[src/verilog/mhpp_pkg.sv]
package mhpp_pkg;

  ////////////////////////////////////////////////////////////////////////
  // Sizes
  localparam int         DATA_W    = 8;
  localparam int         BUF_DEPTH = 12;
  localparam int         PTR_W     = 4;
  localparam logic [3:0] PTR_LAST  = 4'hb;
  localparam logic [3:0] PTR_FIRST = 4'h0;

  ////////////////////////////////////////////////////////////////////////
  // Register select decode
  localparam logic [1:0] SEL_BUFFER  = 2'h0;
  localparam logic [1:0] SEL_STS_CMD = 2'h1;
  localparam logic [1:0] SEL_QLT_MOD = 2'h2;
  localparam logic [1:0] SEL_CONTROL = 2'h3;

  ////////////////////////////////////////////////////////////////////////
  // Reset values
  localparam logic [7:0] CMD_RESET  = 8'h00;
  localparam logic [7:0] MODE_RESET = 8'h00;
  localparam logic [7:0] CTRL_RESET = 8'h00;
  localparam logic [7:0] IDLE_BYTE  = 8'h00;

  ////////////////////////////////////////////////////////////////////////
  // Carriers
  typedef struct packed {
    logic       selectLow;
    logic       readLow;
    logic       writeLow;
    logic [1:0] regSel;
    logic [7:0] busData;
  } mhpp_pins_t;

  localparam mhpp_pins_t PINS_IDLE = '{selectLow: 1'b1, readLow: 1'b1, writeLow: 1'b1,
                                       regSel: 2'h0, busData: 8'h00};

  typedef struct packed {
    logic [7:0] command;
    logic [7:0] mode;
    logic [7:0] control;
  } mhpp_ctrl_t;

  localparam mhpp_ctrl_t CTRL_IDLE = '{command: CMD_RESET, mode: MODE_RESET, control: CTRL_RESET};

  typedef struct packed {
    logic       we;
    logic [3:0] addr;
    logic [7:0] wdata;
  } mhpp_buf_req_t;

endpackage : mhpp_pkg

[src/verilog/mhpp_buffer.sv]
module mhpp_buffer
  import mhpp_pkg::*;
(
  // Clock and reset
  input  wire logic          core_clk,
  input  wire logic          rst,
  // Host side access
  input  wire mhpp_buf_req_t hostReq,
  output logic [7:0]         hostRdata_r,
  // Modem side access
  input  wire mhpp_buf_req_t modemReq,
  output logic [7:0]         modemRdata_r
);

  logic [7:0] entry_r   [BUF_DEPTH];
  logic [7:0] entry_nxt [BUF_DEPTH];
  logic [7:0] hostRdata_nxt;
  logic [7:0] modemRdata_nxt;

  ////////////////////////////////////////////////////////////////////////
  // Storage, host wins a same-entry collision since its cycle cannot be retried
  for (genvar i = 0; i < BUF_DEPTH; i++) begin : gEntry
    always_comb begin
      entry_nxt[i] = entry_r[i];
      if (modemReq.we && modemReq.addr == PTR_W'(i)) begin
        entry_nxt[i] = modemReq.wdata;
      end
      if (hostReq.we && hostReq.addr == PTR_W'(i)) begin
        entry_nxt[i] = hostReq.wdata;
      end
    end

    always_ff @(posedge core_clk) begin
      entry_r[i] <= rst ? IDLE_BYTE : entry_nxt[i];
    end
  end

  ////////////////////////////////////////////////////////////////////////
  // Registered reads, out of range reads as zero
  always_comb begin
    hostRdata_nxt  = (hostReq.addr <= PTR_LAST) ? entry_r[hostReq.addr] : IDLE_BYTE;
    modemRdata_nxt = (modemReq.addr <= PTR_LAST) ? entry_r[modemReq.addr] : IDLE_BYTE;
  end

  always_ff @(posedge core_clk) begin
    hostRdata_r  <= rst ? IDLE_BYTE : hostRdata_nxt;
    modemRdata_r <= rst ? IDLE_BYTE : modemRdata_nxt;
  end

endmodule : mhpp_buffer

[src/verilog/mhpp_host_port.sv]
module mhpp_host_port
  import mhpp_pkg::*;
(
  // Clock and reset
  input  wire logic          core_clk,
  input  wire logic          rst,
  // Host strobes and register select
  input  wire logic          selectLow,
  input  wire logic          readStrobeLow,
  input  wire logic          writeStrobeLow,
  input  wire logic          regSelectBit0,
  input  wire logic          regSelectBit1,
  // Host data bus, bit 7 is the msb lane and bit 0 the lsb lane
  input  wire logic [7:0]    busIn,
  output logic [7:0]         busOut,
  output logic               busOeLow,
  // Host interrupt request, open drain
  output logic               hostIrqLowOut,
  output logic               hostIrqLowOeLow,
  // Modem core: requests and readable state
  input  wire logic          irqPending,
  input  wire logic [7:0]    statusByte,
  input  wire logic [7:0]    qualityByte,
  // Modem core: host written registers
  output mhpp_ctrl_t         ctrlRegs,
  output logic               commandStrobe,
  // Modem core: buffer port
  input  wire mhpp_buf_req_t modemBufReq,
  output logic [7:0]         modemBufRdata
);

  ////////////////////////////////////////////////////////////////////////
  // Declarations
  // Raw pins, synchroniser stages and the filtered pin view
  mhpp_pins_t    pinsRaw;
  mhpp_pins_t    sync1_r, sync2_r, sync3_r, filt_r;
  mhpp_pins_t    sync1_nxt, sync2_nxt, sync3_nxt, filt_nxt;
  mhpp_pins_t    agree;

  // Decoded access and the write in progress
  logic          selRead, selWrite;
  logic          readActive_r, readActive_nxt;
  logic          writeActive_r, writeActive_nxt;
  logic [1:0]    wrSel_r, wrSel_nxt;
  logic [7:0]    wrData_r, wrData_nxt;
  logic          writeCommit, readDone;

  // Host written registers and the buffer pointer
  mhpp_ctrl_t    ctrl_r, ctrl_nxt;
  logic          cmdStrobe_r, cmdStrobe_nxt;
  logic [3:0]    ptr_r, ptr_nxt;

  // Registered pin drives
  logic [7:0]    busOut_r, busOut_nxt;
  logic          busOeLow_r, busOeLow_nxt;
  logic          irqOeLow_r, irqOeLow_nxt;
  logic          irqOut_r;

  // Host side of the shared buffer
  mhpp_buf_req_t hostBufReq;
  logic [7:0]    hostBufRdata;

  // Gather the loose pins into one word so every bit sees the same filter
  assign pinsRaw = '{selectLow: selectLow, readLow: readStrobeLow, writeLow: writeStrobeLow,
                     regSel: {regSelectBit1, regSelectBit0}, busData: busIn};

  ////////////////////////////////////////////////////////////////////////
  // Pin synchroniser: three stages, a bit moves once stages two and three agree
  // Stage one may go metastable, so only stage two ever reads it; a bit that
  // toggles every cycle never agrees and the filtered view simply holds
  always_comb begin
    sync1_nxt = pinsRaw;
    sync2_nxt = sync1_r;
    sync3_nxt = sync2_r;
    agree     = ~(sync2_r ^ sync3_r);
    filt_nxt  = (agree & sync3_r) | (~agree & filt_r);
  end

  // All stages reset to idle pin levels so no false strobe follows reset
  always_ff @(posedge core_clk) begin
    sync1_r <= rst ? PINS_IDLE : sync1_nxt;
    sync2_r <= rst ? PINS_IDLE : sync2_nxt;
    sync3_r <= rst ? PINS_IDLE : sync3_nxt;
    filt_r  <= rst ? PINS_IDLE : filt_nxt;
  end

  ////////////////////////////////////////////////////////////////////////
  // Strobe decode, a strobe without chip select is no access at all
  always_comb begin
    selRead  = ~filt_r.selectLow & ~filt_r.readLow;
    selWrite = ~filt_r.selectLow & ~filt_r.writeLow;
    readActive_nxt  = selRead;
    writeActive_nxt = selWrite;
    // A write ends when the strobe or the select goes away, whichever comes first
    writeCommit = writeActive_r & ~selWrite;
    // A read ends the same way; the pointer only steps once the host lets go
    readDone    = readActive_r & ~selRead;
  end

  ////////////////////////////////////////////////////////////////////////
  // Write capture: address and data are recaptured every cycle while the write is live, so the
  // byte committed is the last one seen before the strobe rose
  always_comb begin
    // Hold the captured values once the write has gone
    wrSel_nxt  = wrSel_r;
    wrData_nxt = wrData_r;
    if (selWrite) begin
      wrSel_nxt  = filt_r.regSel;
      wrData_nxt = filt_r.busData;
    end
  end

  // Activity flags and capture; reset leaves no write pending
  always_ff @(posedge core_clk) begin
    readActive_r  <= rst ? 1'b0 : readActive_nxt;
    writeActive_r <= rst ? 1'b0 : writeActive_nxt;
    wrSel_r       <= rst ? SEL_BUFFER : wrSel_nxt;
    wrData_r      <= rst ? IDLE_BYTE : wrData_nxt;
  end

  ////////////////////////////////////////////////////////////////////////
  // Register writes and buffer pointer
  // The pointer steps after every buffer byte in either direction and
  // wraps after the twelfth; a command write rewinds it, which lets the
  // host load a block and then start the transfer without counting bytes
  always_comb begin
    // Defaults: nothing changes and the buffer is not written
    ctrl_nxt      = ctrl_r;
    cmdStrobe_nxt = 1'b0;
    ptr_nxt       = ptr_r;
    // The address comes from the pointer and the data from the capture register, never from the live pins
    hostBufReq    = '{we: 1'b0, addr: ptr_r, wdata: wrData_r};
    if (writeCommit) begin
      case (wrSel_r)
        SEL_BUFFER: begin
          hostBufReq.we = 1'b1;
          // Step after the byte lands, wrapping after the last entry
          ptr_nxt = (ptr_r == PTR_LAST) ? PTR_FIRST : ptr_r + 4'h1;
        end
        SEL_STS_CMD: begin
          ctrl_nxt.command = wrData_r;
          cmdStrobe_nxt    = 1'b1;
          ptr_nxt          = PTR_FIRST;
        end
        SEL_QLT_MOD: begin
          ctrl_nxt.mode = wrData_r;
        end
        SEL_CONTROL: begin
          ctrl_nxt.control = wrData_r;
        end
        default: begin
          ctrl_nxt = ctrl_r;
        end
      endcase
    end else if (readDone && filt_r.regSel == SEL_BUFFER) begin
      ptr_nxt = (ptr_r == PTR_LAST) ? PTR_FIRST : ptr_r + 4'h1;
    end
  end

  // Registering the strobe gives the core one clean pulse per command
  always_ff @(posedge core_clk) begin
    ctrl_r      <= rst ? CTRL_IDLE : ctrl_nxt;
    cmdStrobe_r <= rst ? 1'b0 : cmdStrobe_nxt;
    ptr_r       <= rst ? PTR_FIRST : ptr_nxt;
  end

  ////////////////////////////////////////////////////////////////////////
  // Data buffer shared with the modem core
  // The modem reaches the same entries through its own port; a host write wins a clash
  mhpp_buffer uBuffer (
    .core_clk     (core_clk),
    .rst          (rst),
    .hostReq      (hostBufReq),
    .hostRdata_r  (hostBufRdata),
    .modemReq     (modemBufReq),
    .modemRdata_r (modemBufRdata)
  );

  ////////////////////////////////////////////////////////////////////////
  // Read path: the byte is muxed every cycle so a changing status is seen
  // live, at the cost of the host needing to hold the strobe a few cycles
  always_comb begin
    case (filt_r.regSel)
      SEL_BUFFER:  busOut_nxt = hostBufRdata;
      SEL_STS_CMD: busOut_nxt = statusByte;
      SEL_QLT_MOD: busOut_nxt = qualityByte;
      default:     busOut_nxt = IDLE_BYTE;
    endcase
    // Outside a selected read the byte is forced idle so nothing stale lingers
    if (!selRead) begin
      busOut_nxt = IDLE_BYTE;
    end
    // Enable low means driving; it trails the filtered read by one edge
    busOeLow_nxt = ~selRead;
  end

  // Bus drive is released through reset so the host bus is never fought
  always_ff @(posedge core_clk) begin
    busOut_r   <= rst ? IDLE_BYTE : busOut_nxt;
    busOeLow_r <= rst ? 1'b1 : busOeLow_nxt;
  end

  ////////////////////////////////////////////////////////////////////////
  // Interrupt pin: only ever pulls low, the release lets other sources share it
  always_comb begin
    irqOeLow_nxt = ~irqPending;
  end

  // Registered so the shared line cannot glitch while the pending level settles;
  // the drive value is tied low and only the enable moves, so it never drives high
  always_ff @(posedge core_clk) begin
    irqOeLow_r <= rst ? 1'b1 : irqOeLow_nxt;
    irqOut_r   <= 1'b0;
  end

  ////////////////////////////////////////////////////////////////////////
  // Outputs
  // Every pin and core output is a flop, so the host never sees a decode glitch
  assign busOut          = busOut_r;
  assign busOeLow        = busOeLow_r;
  assign hostIrqLowOut   = irqOut_r;
  assign hostIrqLowOeLow = irqOeLow_r;
  assign ctrlRegs        = ctrl_r;
  assign commandStrobe   = cmdStrobe_r;

endmodule : mhpp_host_port

[config.mk]
export PLATFORM = sky130hd
export DESIGN_NAME = mhpp_host_port
export DESIGN_NICKNAME = d
export VERILOG_FILES = /design/src/verilog/mhpp_pkg.sv /design/src/verilog/mhpp_buffer.sv /design/src/verilog/mhpp_host_port.sv
export SDC_FILE = /design/constraint.sdc
export NUM_CORES = 1
export LEC_CHECK = 0
export BUFFER_PORTS_ARGS = -buffer_cell sky130_fd_sc_hd__buf_2
export CORE_UTILIZATION = 45
export CTS_BUF_LIST = sky130_fd_sc_hd__clkbuf_16
export CTS_CLUSTER_SIZE = 12
export DETAILED_ROUTE_END_ITERATION = 12
export PLACE_DENSITY = 0.64
export SLEW_MARGIN = 20
export SYNTH_ARGS = -nofsm -noshare
export SYNTH_HDL_FRONTEND = slang
export SYNTH_HIERARCHICAL = 1
export SYNTH_SLANG_ARGS = --single-unit
[constraint.sdc]
create_clock -name core_clk -period 4.5 [get_ports core_clk]
set_input_delay 0 -clock core_clk [delete_from_list [all_inputs] [get_ports core_clk]]
set_output_delay 0 -clock core_clk [all_outputs]
set_load 0.005 [all_outputs]
==> run_summary.xml, run 1 <==
<?xml version="1.0" encoding="UTF-8"?>
<metrics>
  <group name="outcome">
    <metric name="status" unit="">completed</metric>
  </group>
  <group name="grt">
    <metric name="use_met1" unit="%">34.5</metric>
    <metric name="grt_antenna_before_repair" unit="">0</metric>
    <metric name="gr-max-usage-layer" unit="">met2</metric>
    <metric name="grt_first_pass_wirelength" unit="mm">46.8</metric>
    <metric name="first_global_vias" unit="">7995</metric>
    <metric name="grtUsageMet2" unit="%">40.7</metric>
    <metric name="met3_usage" unit="%">4.09</metric>
    <metric name="grt_overflow" unit="">0</metric>
    <metric name="global_route.usage.total" unit="%">25.5</metric>
    <metric name="grt_start_max_net_pins" unit="">111</metric>
  </group>
  <group name="run">
    <metric name="drv_cap" unit="">0</metric>
  </group>
  <group name="min_path">
    <metric name="min_from" unit="">modemBufReq[1]</metric>
    <metric name="hold_class" unit="">primary input to flop</metric>
  </group>
  <group name="synth">
    <metric name="syn_inst_count" unit="">1057</metric>
    <metric name="post_syn_area_per_cell" unit="sq um">9.95</metric>
    <metric name="yosysWarnings" unit="">6</metric>
    <metric name="synth_simple_gate_area_share" unit="%">14.8</metric>
    <metric name="synth.ff_latch_count" unit="">215</metric>
    <metric name="synth.cell_area" unit="sq um">10500</metric>
    <metric name="largest_family_of_logic_cells_by_synthesized_area" unit="">compound AO/OA/AOI/OAI gates</metric>
    <metric name="synth_fa_ha_area_share" unit="%">0.119</metric>
    <metric name="dominantRegCellSynth" unit="">sky130_fd_sc_hd__dfxtp_1</metric>
    <metric name="synth_enable_flop_cells" unit="">96</metric>
    <metric name="synth-seq-area-share" unit="%">50.1</metric>
    <metric name="synth-compound-area-share" unit="%">18.1</metric>
    <metric name="muxShareOfSynthArea" unit="%">10.9</metric>
    <metric name="netlist-cell-type-count" unit="">57</metric>
    <metric name="post_synthesis_share_of_cell_area_spent_on_xor_and_xnor_gates" unit="%">0</metric>
    <metric name="synth_fp_nets" unit="">1103</metric>
    <metric name="synthArstFlopShare" unit="%">0</metric>
  </group>
  <group name="finish">
    <metric name="layout.cells.most_common" unit="">sky130_fd_sc_hd__a21oi_1</metric>
    <metric name="layout_common_cells" unit="">sky130_fd_sc_hd__a21oi_1 (138), sky130_fd_sc_hd__dfxtp_1 (118), sky130_fd_sc_hd__nand3_1 (100)</metric>
    <metric name="layout.cells.non_filler" unit="">1433</metric>
    <metric name="final_area" unit="sq um">11900</metric>
    <metric name="antenna-diode-count" unit="">0</metric>
    <metric name="area_growth_syn_to_layout" unit="%">12.9</metric>
    <metric name="fraction_of_layout_cells_with_a_size_suffix_above_1" unit="%">19.6</metric>
    <metric name="fin_nets" unit="">1153</metric>
  </group>
  <group name="worst_setup_path">
    <metric name="largest_delay_contributor_family_on_the_critical_path" unit="">simple AND/OR/NAND/NOR gates</metric>
    <metric name="crit_chain" unit="">o21a_4 -&gt; nand2_1 -&gt; nor2_1 -&gt; nand3b_1 -&gt; buf_8 -&gt; o221ai_1</metric>
    <metric name="critPathLaunchType" unit="">flop</metric>
    <metric name="endpoint_kind" unit="">flop</metric>
    <metric name="largest_stage_delay_worst_path" unit="ns">0.69</metric>
    <metric name="critical_path.n_buffers_inverters" unit="">1</metric>
    <metric name="worst_path_fanout_max" unit="">19</metric>
    <metric name="worst_ep_required_time" unit="ns">4.64</metric>
    <metric name="path_class" unit="">flop to flop</metric>
    <metric name="cp_data_arrival_time" unit="ns">3.20</metric>
    <metric name="critical-path-slowest-cell" unit="">sky130_fd_sc_hd__o221ai_1</metric>
  </group>
  <group name="clocking">
    <metric name="cts_tree" unit="">done</metric>
    <metric name="tritoncts.num_buffers" unit="">23</metric>
    <metric name="cts_num_sinks" unit="">215</metric>
    <metric name="cts-htree-levels" unit="">1</metric>
    <metric name="clock_tree.buffer_depth" unit="">3</metric>
    <metric name="ctsRootBufferMaster" unit="">sky130_fd_sc_hd__clkbuf_16</metric>
    <metric name="clk_transition_reported_paths" unit="ns">0.06</metric>
    <metric name="clkLatencyLatePin" unit="ns">0.52</metric>
  </group>
  <group name="placed_design">
    <metric name="placedInstanceArea" unit="sq um">10800</metric>
    <metric name="final_weighted_congestion_of_routability_driven_global_placement" unit="">0.928</metric>
    <metric name="pre_cts_slack" unit="ns">1.15</metric>
    <metric name="io_buffers" unit="">87</metric>
    <metric name="placed_cells_incl_taps" unit="">1358</metric>
    <metric name="place.detailed.hpwl" unit="mm">19.2</metric>
  </group>
  <group name="route">
    <metric name="avgViaCountPerCell" unit="">6.04</metric>
    <metric name="detail_route.iter0.violations" unit="">1254</metric>
    <metric name="drt-pass1-iter-count" unit="">6</metric>
    <metric name="final_antenna_net_count" unit="">0</metric>
    <metric name="dr_total_vias" unit="">8656</metric>
    <metric name="post-route-drc-count" unit="">0</metric>
    <metric name="route.detailed.wl_per_inst" unit="um">21.6</metric>
    <metric name="routed_wl" unit="mm">30.9</metric>
  </group>
  <group name="timing">
    <metric name="postLayoutSetupSlackWorst" unit="ns">1.44</metric>
    <metric name="grt_setup_unrepaired" unit="">no</metric>
    <metric name="period_minus_slack" unit="ns">3.06</metric>
    <metric name="worst_slew_margin_rel" unit="%">29.2</metric>
    <metric name="fin_tns_setup" unit="ns">0</metric>
    <metric name="hold_viol_final" unit="">0</metric>
    <metric name="fin_hold_ws" unit="ns">0.0515</metric>
    <metric name="timing.final.setup_violations" unit="">0</metric>
    <metric name="clock.fmax" unit="MHz">326</metric>
    <metric name="maxSlewViolCount" unit="">0</metric>
    <metric name="worst_clock_skew" unit="ns">0.0225</metric>
    <metric name="post-route-period-util" unit="%">68.1</metric>
    <metric name="worst_slew_pin_slew" unit="ns">1.06</metric>
  </group>
  <group name="power_and_ir_drop">
    <metric name="power_density" unit="nW/um^2">355</metric>
    <metric name="worst_ir_drop_vdd" unit="mV">0.239</metric>
    <metric name="leakage" unit="nW">4.11</metric>
  </group>
  <group name="floorplanning">
    <metric name="coreArea" unit="sq um">22800</metric>
    <metric name="fp.dieW" unit="um">155</metric>
    <metric name="core.rowCount" unit="">55</metric>
    <metric name="num_io_pins" unit="">89</metric>
    <metric name="floorplan.die_area" unit="sq um">24000</metric>
    <metric name="die_h" unit="um">155</metric>
    <metric name="initial_utilization" unit="%">46.2</metric>
  </group>
</metrics>
==> timing repair <==
item,CTS,global route
gates resized for setup,0,0
endpoints found under the setup margin,0,0
endpoints found under the hold margin,33,0
setup buffers,0,0
hold buffers,35,0
==> stage by stage <==
stage,utilization [%],total power [mW]
6_report,52.1,4.22
5_1_grt,52.1,4.35
4_1_cts,51.9,4.23
3_5_place_dp,47.6,2.56
3_3_place_gp,47.5,2.55
2_1_floorplan,-,2.43
==> state kept, by name (all words and copies together), names as in the netlist, 2 cells and up, named ones only <==
name	count
uBuffer/entry_r	96
ctrlRegs	24
sync1_r	13
sync2_r	13
sync3_r	13
busOut	8
uBuffer/hostRdata_r	8
uBuffer/modemRdata_r	8
wrData_r	8
ptr_r	4
wrSel_r	2
==> synth_stat cells (4+ instances only) <==
master	n	share of area [%]
sky130_fd_sc_hd__mux2i_1	24	2.3
sky130_fd_sc_hd__o21ai_0	93	4.4
sky130_fd_sc_hd__nor2b_1	49	2.9
sky130_fd_sc_hd__mux2_2	44	4.7
sky130_fd_sc_hd__dfxtp_1	119	23
sky130_fd_sc_hd__buf_4	17	1.2
sky130_fd_sc_hd__o31ai_1	16	1.1
sky130_fd_sc_hd__buf_6	10	1.1
sky130_fd_sc_hd__nor2_1	44	1.6
sky130_fd_sc_hd__mux4_2	18	3.9
sky130_fd_sc_hd__buf_2	26	1.2
sky130_fd_sc_hd__or2_2	11	0.65
sky130_fd_sc_hd__edfxtp_1	96	27
sky130_fd_sc_hd__nand2_1	70	2.5
sky130_fd_sc_hd__a21oi_1	138	6.6
sky130_fd_sc_hd__clkbuf_2	7	0.33
sky130_fd_sc_hd__a211oi_1	16	1.1
sky130_fd_sc_hd__nand3b_1	4	0.29
sky130_fd_sc_hd__inv_1	4	0.14
sky130_fd_sc_hd__nand3_1	100	4.8
sky130_fd_sc_hd__nand2b_1	10	0.60
sky130_fd_sc_hd__clkbuf_1	45	1.6
sky130_fd_sc_hd__o221ai_1	6	0.50
sky130_fd_sc_hd__o22ai_1	14	0.83
sky130_fd_sc_hd__o21ai_1	30	1.4
==> area by class of cell <==
class / instances / area, sq um
repair buffers: 135 / 917
inverters: 4 / 15.0
well taps: 313 / 392
clock inverters: 15 / 60.1
multi-input cells: 728 / 4640
fillers: 2040 / 10900
clock buffers: 23 / 576
flip-flops and latches: 215 / 5270
==> layer usage <==
metal  up-vias  wire (um)
met1      4130      12800
met3        83       2650
met2       495      14200
met5         -          0
li1       3948          -
met4         0       1210
==> path summary, 6_finish.rpt <==
kind | endpoint | depth (start not counted) | slack, ns
worst min register to register | sync2_r[10] | 1 | 0.40
worst max register to register | uBuffer/entry_r[9][6] | 6 | 1.44
worst max-delay path | uBuffer/entry_r[9][6] | 6 | 1.44
worst min-delay path | uBuffer/entry_r[0][1] | 3 | 0.05
==> kinds of logic after synthesis <==
family                   count (synthesis)
AO/OA/AOI/OAI                          335
AND/OR/NAND/NOR                        305
flip-flops                             215
buffers and inverters                  114
multiplexers                            86
adder cells (fa/ha/maj)                  1
other                                    1
==> worst register-to-register path, delay by kind of cell, from the launching register on <==
family / cells / cell delay (ns)
AOI/OAI and AO/OA: 2 / 0.89
buffers and inverters: 1 / 0.37
and+or+nand+nor: 3 / 0.92
DFF: 1 / 0.51
==> power breakdown <==
part           switching [mW]  leakage, nW  internal (mW)  total [mW]
logic                   0.202         1.82          0.161       0.363
clock network           0.741        0.343          0.915        1.66
registers              0.0579         1.95           2.14        2.20
total                    1.00         4.11           3.22        4.22
Power figures use the tool's default switching activity.
==> inputs of run 2 (changes only) <==
- ABC_AREA: default -> 1
- clock period: 4.5 -> 3 ns (I/O delays scaled with it)
==> run 2 against run 1 <==
Net effect:
- clock skew decreased by 0.0097 ns
- clock power increased by 64%
- via count increased by 9.7%
- cell area increased by 2.6%
- critical path depth increased by 3
- wire length about the same
==> run_summary.xml, run 2 <==
<?xml version="1.0" encoding="UTF-8"?>
<metrics>
  <group name="outcome">
    <metric name="status" unit="">completed</metric>
  </group>
  <group name="synth">
    <metric name="post_synth_main_area_contributors" unit="">sky130_fd_sc_hd__edfxtp_1 (27%), sky130_fd_sc_hd__dfxtp_1 (23%), sky130_fd_sc_hd__nand2_1 (20%)</metric>
    <metric name="dominantRegCellSynth" unit="">sky130_fd_sc_hd__dfxtp_1</metric>
    <metric name="synth-seq-area-share" unit="%">50.0</metric>
    <metric name="synth_top_cell_area_share" unit="%">27.4</metric>
    <metric name="yosys-top-cells-count" unit="">sky130_fd_sc_hd__nand2_1 (548), sky130_fd_sc_hd__o21ai_0 (136), sky130_fd_sc_hd__dfxtp_1 (119)</metric>
    <metric name="synth_largest_area_cell" unit="">sky130_fd_sc_hd__edfxtp_1</metric>
    <metric name="synth.cell_area" unit="sq um">10500</metric>
    <metric name="syn_inst_count" unit="">1421</metric>
    <metric name="synth_most_common_cell" unit="">sky130_fd_sc_hd__nand2_1</metric>
    <metric name="post_syn_area_per_cell" unit="sq um">7.42</metric>
    <metric name="synth_enable_flop_cells" unit="">96</metric>
    <metric name="synthArstFlopShare" unit="%">0</metric>
    <metric name="synth_fp_nets" unit="">1467</metric>
    <metric name="synth.ff_latch_count" unit="">215</metric>
    <metric name="netlist-cell-type-count" unit="">34</metric>
    <metric name="yosysWarnings" unit="">6</metric>
  </group>
  <group name="finish">
    <metric name="area_growth_syn_to_layout" unit="%">15.6</metric>
    <metric name="flip_flop_count_of_the_largest_register_all_copies_and_words_added" unit="">96</metric>
    <metric name="register_area" unit="sq um">5270</metric>
    <metric name="antenna-diode-count" unit="">0</metric>
    <metric name="fin_nets" unit="">1547</metric>
    <metric name="multi_input_comb_area" unit="sq um">4450</metric>
    <metric name="layout_common_cells" unit="">sky130_fd_sc_hd__nand2_1 (548), sky130_fd_sc_hd__o21ai_0 (136), sky130_fd_sc_hd__dfxtp_1 (118)</metric>
    <metric name="largest_register_by_flop_count" unit="">uBuffer/entry_r</metric>
    <metric name="layout.cells.most_common" unit="">sky130_fd_sc_hd__nand2_1</metric>
    <metric name="fillers" unit="">2134</metric>
    <metric name="fraction_of_layout_cells_with_a_size_suffix_above_1" unit="%">13.0</metric>
  </group>
  <group name="clocking">
    <metric name="clkLatencyLatePin" unit="ns">0.52</metric>
    <metric name="post_cts_hold_buffers" unit="">34</metric>
    <metric name="postCtsSetupBuffers" unit="">0</metric>
    <metric name="clock_tree.buffer_depth" unit="">3</metric>
    <metric name="cts-htree-levels" unit="">1</metric>
    <metric name="tritoncts.num_buffers" unit="">24</metric>
    <metric name="cts_num_sinks" unit="">215</metric>
    <metric name="cts_repair_resize_count" unit="">0</metric>
    <metric name="ctsRootBufferMaster" unit="">sky130_fd_sc_hd__clkbuf_16</metric>
    <metric name="clk_transition_reported_paths" unit="ns">0.06</metric>
    <metric name="cts_tree" unit="">done</metric>
  </group>
  <group name="timing">
    <metric name="worst_clock_skew" unit="ns">0.0128</metric>
    <metric name="postLayoutSetupSlackWorst" unit="ns">0.502</metric>
    <metric name="hold_viol_final" unit="">0</metric>
    <metric name="fin_tns_setup" unit="ns">0</metric>
    <metric name="post-route-period-util" unit="%">83.3</metric>
    <metric name="timing.final.setup_violations" unit="">0</metric>
    <metric name="grt_setup_unrepaired" unit="">no</metric>
    <metric name="worst_slew_margin_rel" unit="%">38.0</metric>
    <metric name="clock.fmax" unit="MHz">400</metric>
    <metric name="worst_slew_pin_slew" unit="ns">0.929</metric>
    <metric name="period_minus_slack" unit="ns">2.50</metric>
    <metric name="maxSlewViolCount" unit="">0</metric>
  </group>
  <group name="worst_setup_path">
    <metric name="critPathLaunchType" unit="">flop</metric>
    <metric name="r2r_end" unit="">uBuffer/entry_r[9][4]</metric>
    <metric name="worst_ep_required_time" unit="ns">3.17</metric>
    <metric name="worst_r2r_path_depth" unit="">9</metric>
    <metric name="worst_path_fanout_max" unit="">17</metric>
    <metric name="endpoint_kind" unit="">flop</metric>
    <metric name="path_class" unit="">flop to flop</metric>
    <metric name="ff2ff_setup_slack" unit="ns">0.50</metric>
    <metric name="cp_data_arrival_time" unit="ns">2.67</metric>
  </group>
  <group name="route">
    <metric name="drt-pass1-iter-count" unit="">5</metric>
    <metric name="final_antenna_net_count" unit="">0</metric>
    <metric name="avgViaCountPerCell" unit="">5.19</metric>
    <metric name="post-route-drc-count" unit="">0</metric>
    <metric name="route.detailed.wl_per_inst" unit="um">16.9</metric>
    <metric name="detail_route.iter0.violations" unit="">949</metric>
    <metric name="routed_wl" unit="mm">30.9</metric>
    <metric name="dr_total_vias" unit="">9494</metric>
  </group>
  <group name="min_path">
    <metric name="worstHoldPathCells" unit="">4</metric>
    <metric name="hold_class" unit="">primary input to flop</metric>
    <metric name="min_from" unit="">rst</metric>
  </group>
  <group name="placed_design">
    <metric name="final_weighted_congestion_of_routability_driven_global_placement" unit="">0.918</metric>
    <metric name="place.detailed.hpwl" unit="mm">20.2</metric>
    <metric name="pre_cts_slack" unit="ns">0.551</metric>
    <metric name="io_buffers" unit="">87</metric>
  </group>
  <group name="floorplanning">
    <metric name="die_h" unit="um">155</metric>
    <metric name="num_io_pins" unit="">89</metric>
    <metric name="coreArea" unit="sq um">22800</metric>
    <metric name="core.rowCount" unit="">55</metric>
    <metric name="initial_utilization" unit="%">46.3</metric>
    <metric name="fp.dieW" unit="um">155</metric>
    <metric name="floorplan.die_area" unit="sq um">24000</metric>
  </group>
  <group name="grt">
    <metric name="first_global_vias" unit="">8354</metric>
    <metric name="grt_first_pass_wirelength" unit="mm">47.0</metric>
    <metric name="grt_antenna_before_repair" unit="">0</metric>
    <metric name="grt_start_max_net_pins" unit="">47</metric>
    <metric name="grt_overflow" unit="">0</metric>
    <metric name="global_route.usage.total" unit="%">25.5</metric>
  </group>
  <group name="power_and_ir_drop">
    <metric name="leakage" unit="nW">5.71</metric>
    <metric name="worst_ir_drop_vdd" unit="mV">0.336</metric>
    <metric name="power_density" unit="nW/um^2">544</metric>
    <metric name="report.power.total" unit="mW">6.62</metric>
  </group>
  <group name="run">
    <metric name="drv_cap" unit="">0</metric>
  </group>
</metrics>
run 2: how the worst max path moves through the flow:
stage                     startpoint                endpoint  slack [ns]
after global placement          flop   uBuffer/entry_r[9][0]        0.63
final                           flop   uBuffer/entry_r[9][4]        0.50
after floorplan                 flop  uBuffer/entry_r[11][0]        0.88
after detailed placement        flop   uBuffer/entry_r[9][0]        0.55
after global routing            flop   uBuffer/entry_r[9][4]        0.27
after CTS                       flop   uBuffer/entry_r[9][4]        0.53
run 2: cell type report:
class | instances | share of cell area, %
flip-flops and latches | 215 | 43.2
multi-input cells | 1015 | 36.5
repair buffers | 145 | 7.85
clock buffers | 27 | 5.55
well taps | 313 | 3.22
inverters | 100 | 3.10
clock inverters | 16 | 0.534
run 2: logic make-up after synthesis:
family | count (synthesis) | synth area share (%)
XOR/XNOR | 1 | 0.0831
AO/OA/AOI/OAI | 269 | 13.0
other | 1 | 0.0356
flip-flops | 215 | 50.0
AND/OR/NAND/NOR | 743 | 28.9
buffers and inverters | 191 | 7.92
adder cells (fa/ha/maj) | 1 | 0.119
run 2: stage by stage:
stage / hold WS (ns) / instance area, sq um / cells / util, %
2_1_floorplan: 0.0694 / 10500 / 1421 / -
3_3_place_gp: 0.166 / 11100 / 1754 / 48.7
3_5_place_dp: 0.170 / 11100 / 1754 / 48.7
4_1_cts: 0.117 / 12200 / 1831 / 53.4
5_1_grt: 0.153 / 12200 / 1831 / 53.5
6_report: 0.131 / 12200 / 1831 / 53.5
run 2: worst max-delay path, stage by stage (launching register included):
cell and delay, ns:
sky130_fd_sc_hd__dfxtp_1 0.36, sky130_fd_sc_hd__inv_2 0.06, sky130_fd_sc_hd__nand2_4 0.17, sky130_fd_sc_hd__nand2_1 0.17, sky130_fd_sc_hd__nor3_1 0.16, sky130_fd_sc_hd__buf_4 0.22
sky130_fd_sc_hd__nand2_1 0.08, sky130_fd_sc_hd__nor2_2 0.14, sky130_fd_sc_hd__nand2_1 0.33, sky130_fd_sc_hd__nand3_1 0.44
run 2: per-layer routing:
| metal | vias up | GRT usage (%) | share of wire (%) |
|---|---|---|---|
| li1 | 4704 | - | - |
| met4 | 0 | 9.10 | 3.1 |
| met3 | 69 | 3.76 | 8.4 |
| met2 | 420 | 41.1 | 46 |
| met1 | 4301 | 34.9 | 42 |
| met5 | - | 0 | 0 |
run 2: report_power, final:
part           internal, mW  leakage (nW)  switching, mW
combinational         0.208          3.40          0.387
sequential             3.22          1.91         0.0750
clock                  1.60         0.400           1.13
==> inputs of run 3 (changes only) <==
- ABC_AREA: 1 -> 0
- clock period: 3 -> 2.41 ns (I/O delays scaled with it)
==> run 3 against run 2 <==
Net effect:
- sequential power increased by 24%
- critical path depth shrank 1
- worst setup slack worse by 0.28 ns
- clock power up 16%
- wire length is 1.3% higher
- clock-buffer cell count decreased by 3
- non-clock buffer count rose by 29
- critical path type unchanged
- largest cell class unchanged
==> run_summary.xml, run 3 (synthesized netlist as in run 1, its figures left out) <==
<?xml version="1.0" encoding="UTF-8"?>
<metrics>
  <group name="finish">
    <metric name="layout.cells.non_filler" unit="">1474</metric>
    <metric name="antenna-diode-count" unit="">0</metric>
    <metric name="fraction_of_layout_cells_with_a_size_suffix_above_1" unit="%">22.5</metric>
    <metric name="flip_flop_count_of_the_largest_register_all_copies_and_words_added" unit="">96</metric>
    <metric name="fillers" unit="">2044</metric>
    <metric name="largest_register_by_flop_count" unit="">uBuffer/entry_r</metric>
    <metric name="final_area" unit="sq um">12200</metric>
    <metric name="area_growth_syn_to_layout" unit="%">15.9</metric>
    <metric name="layout_common_cells" unit="">sky130_fd_sc_hd__a21oi_1 (138), sky130_fd_sc_hd__dfxtp_1 (118), sky130_fd_sc_hd__nand3_1 (100)</metric>
    <metric name="layout.cells.most_common" unit="">sky130_fd_sc_hd__a21oi_1</metric>
    <metric name="fin_util" unit="%">53.5</metric>
    <metric name="fin_nets" unit="">1192</metric>
  </group>
  <group name="timing">
    <metric name="worst_slew_pin_slew" unit="ns">0.904</metric>
    <metric name="grt_setup_unrepaired" unit="">no</metric>
    <metric name="hold_viol_final" unit="">0</metric>
    <metric name="fin_hold_ws" unit="ns">0.0261</metric>
    <metric name="post-route-period-util" unit="%">90.6</metric>
    <metric name="worst_clock_skew" unit="ns">0.0122</metric>
    <metric name="worst_slew_margin_rel" unit="%">39.6</metric>
    <metric name="fin_tns_setup" unit="ns">0</metric>
    <metric name="timing.final.setup_violations" unit="">0</metric>
    <metric name="clock.fmax" unit="MHz">458</metric>
    <metric name="maxSlewViolCount" unit="">0</metric>
    <metric name="postLayoutSetupSlackWorst" unit="ns">0.225</metric>
    <metric name="period_minus_slack" unit="ns">2.18</metric>
  </group>
  <group name="worst_setup_path">
    <metric name="endpoint_kind" unit="">flop</metric>
    <metric name="path_class" unit="">flop to flop</metric>
    <metric name="path_common_cell" unit="">sky130_fd_sc_hd__buf_4</metric>
    <metric name="crit_cells" unit="">8</metric>
    <metric name="largest_stage_delay_worst_path" unit="ns">0.35</metric>
    <metric name="worst_path_fanout_max" unit="">35</metric>
    <metric name="worst_r2r_path_depth" unit="">8</metric>
    <metric name="critical-path-slowest-cell" unit="">sky130_fd_sc_hd__dfxtp_1</metric>
    <metric name="worst_ep_required_time" unit="ns">2.62</metric>
    <metric name="largest_delay_contributor_family_on_the_critical_path" unit="">buffers and inverters</metric>
    <metric name="critPathLaunchType" unit="">flop</metric>
    <metric name="crit_chain" unit="">inv_1 -&gt; nand2_1 -&gt; nor2_1 -&gt; buf_4 -&gt; nand3b_1 -&gt; buf_4 -&gt; o221ai_1 -&gt; buf_4</metric>
    <metric name="critical_path.n_buffers_inverters" unit="">4</metric>
    <metric name="cp_data_arrival_time" unit="ns">2.40</metric>
  </group>
  <group name="clocking">
    <metric name="tritoncts.num_buffers" unit="">23</metric>
    <metric name="clkLatencyLatePin" unit="ns">0.51</metric>
    <metric name="cts_num_sinks" unit="">215</metric>
    <metric name="clk_transition_reported_paths" unit="ns">0.06</metric>
    <metric name="cts-htree-levels" unit="">1</metric>
    <metric name="clock_tree.buffer_depth" unit="">3</metric>
    <metric name="postCtsSetupBuffers" unit="">0</metric>
    <metric name="ctsRootBufferMaster" unit="">sky130_fd_sc_hd__clkbuf_16</metric>
    <metric name="cts_tree" unit="">done</metric>
  </group>
  <group name="grt">
    <metric name="grt_overflow" unit="">0</metric>
    <metric name="grt_first_pass_wirelength" unit="mm">47.8</metric>
    <metric name="global_route.usage.total" unit="%">26.0</metric>
    <metric name="grt_start_max_net_pins" unit="">103</metric>
    <metric name="grt_antenna_before_repair" unit="">0</metric>
    <metric name="first_global_vias" unit="">8354</metric>
  </group>
  <group name="floorplanning">
    <metric name="die_h" unit="um">155</metric>
    <metric name="core.rowCount" unit="">55</metric>
    <metric name="num_io_pins" unit="">89</metric>
    <metric name="initial_utilization" unit="%">46.2</metric>
    <metric name="coreArea" unit="sq um">22800</metric>
    <metric name="floorplan.die_area" unit="sq um">24000</metric>
    <metric name="fp.dieW" unit="um">155</metric>
  </group>
  <group name="min_path">
    <metric name="hold_class" unit="">primary input to flop</metric>
    <metric name="worstHoldPathCells" unit="">3</metric>
  </group>
  <group name="route">
    <metric name="routed_wl" unit="mm">31.3</metric>
    <metric name="maxUsedRoutingLayer" unit="">met4</metric>
    <metric name="avgViaCountPerCell" unit="">5.95</metric>
    <metric name="dr_total_vias" unit="">8769</metric>
    <metric name="drt-pass1-iter-count" unit="">6</metric>
    <metric name="post-route-drc-count" unit="">0</metric>
    <metric name="detail_route.iter0.violations" unit="">1081</metric>
    <metric name="final_antenna_net_count" unit="">0</metric>
    <metric name="route.detailed.wl_per_inst" unit="um">21.2</metric>
    <metric name="met2_wirelength" unit="mm">14.5</metric>
    <metric name="met3_wire_length" unit="mm">2.76</metric>
    <metric name="wl_met1" unit="mm">12.8</metric>
  </group>
  <group name="placed_design">
    <metric name="io_buffers" unit="">87</metric>
    <metric name="placedInstanceArea" unit="sq um">11200</metric>
    <metric name="pre_cts_slack" unit="ns">0.146</metric>
    <metric name="final_weighted_congestion_of_routability_driven_global_placement" unit="">0.895</metric>
    <metric name="place.detailed.hpwl" unit="mm">20.2</metric>
    <metric name="placed_cells_incl_taps" unit="">1401</metric>
  </group>
  <group name="run">
    <metric name="drv_cap" unit="">0</metric>
  </group>
  <group name="power_and_ir_drop">
    <metric name="leakage" unit="nW">4.33</metric>
    <metric name="worst_ir_drop_vdd" unit="mV">0.447</metric>
    <metric name="report.power.total" unit="mW">7.97</metric>
    <metric name="power_density" unit="nW/um^2">654</metric>
  </group>
  <group name="outcome">
    <metric name="status" unit="">completed</metric>
  </group>
</metrics>
-- run 3: cell count changes in the layout (fill, tap and decap cells not counted), moves of 28 or more --
cell / previous run / this run
sky130_fd_sc_hd__o21ai_0: 136 / 93
sky130_fd_sc_hd__nor2b_1: 0 / 49
sky130_fd_sc_hd__nand2_1: 548 / 70
sky130_fd_sc_hd__nor2_1: 108 / 44
sky130_fd_sc_hd__inv_1: 97 / 15
sky130_fd_sc_hd__mux2_2: 0 / 44
sky130_fd_sc_hd__nand3_1: 47 / 100
sky130_fd_sc_hd__buf_4: 24 / 52
-- run 3: repair_timing --
| item | CTS | global route |
|---|---|---|
| endpoints found under the setup margin | 0 | 24 |
| gates resized for setup | 0 | 2 |
| hold buffers | 33 | 0 |
| hold endpoints to repair | 45 | 0 |
-- run 3: area by class of cell --
type | count | area, sq um | share of cell area [%]
clock buffers | 24 | 601 | 4.93
clock inverters | 16 | 70.1 | 0.575
inverters | 4 | 15.0 | 0.123
multi-input cells | 728 | 4640 | 38.1
flip-flops and latches | 215 | 5270 | 43.2
well taps | 313 | 392 | 3.21
repair buffers | 174 | 1200 | 9.87
-- run 3: worst paths after layout --
| kind | slack, ns | startpoint | end |
|---|---|---|---|
| hold reg to reg | 0.41 | sync1_r[12] | sync2_r[12] |
| setup / recovery | 0.23 | wrSel_r[1] | uBuffer/entry_r[11][0] |
| setup reg to reg | 0.23 | wrSel_r[1] | uBuffer/entry_r[11][0] |
| hold / removal | 0.03 | modemBufReq[7] | uBuffer/entry_r[10][7] |
-- run 3: power breakdown --
part / internal [mW] / leakage, nW / switching [mW] / total (mW)
combinational: 0.317 / 2.00 / 0.394 / 0.711
clock: 1.78 / 0.375 / 1.39 / 3.18
sequential: 3.99 / 1.95 / 0.0881 / 4.08
-- run 3: routing by layer --
metal  global-route usage, %  vias up
met5                       0        -
met4                    11.6        0
met3                    3.81       87
met2                    42.0      468
met1                    34.8     4178
li1                        -     4036
-- run 3: worst min-delay path, stage by stage --
cell and delay, ns:
sky130_fd_sc_hd__buf_2 0.20, sky130_fd_sc_hd__o21ai_0 0.11, sky130_fd_sc_hd__a21oi_1 0.07
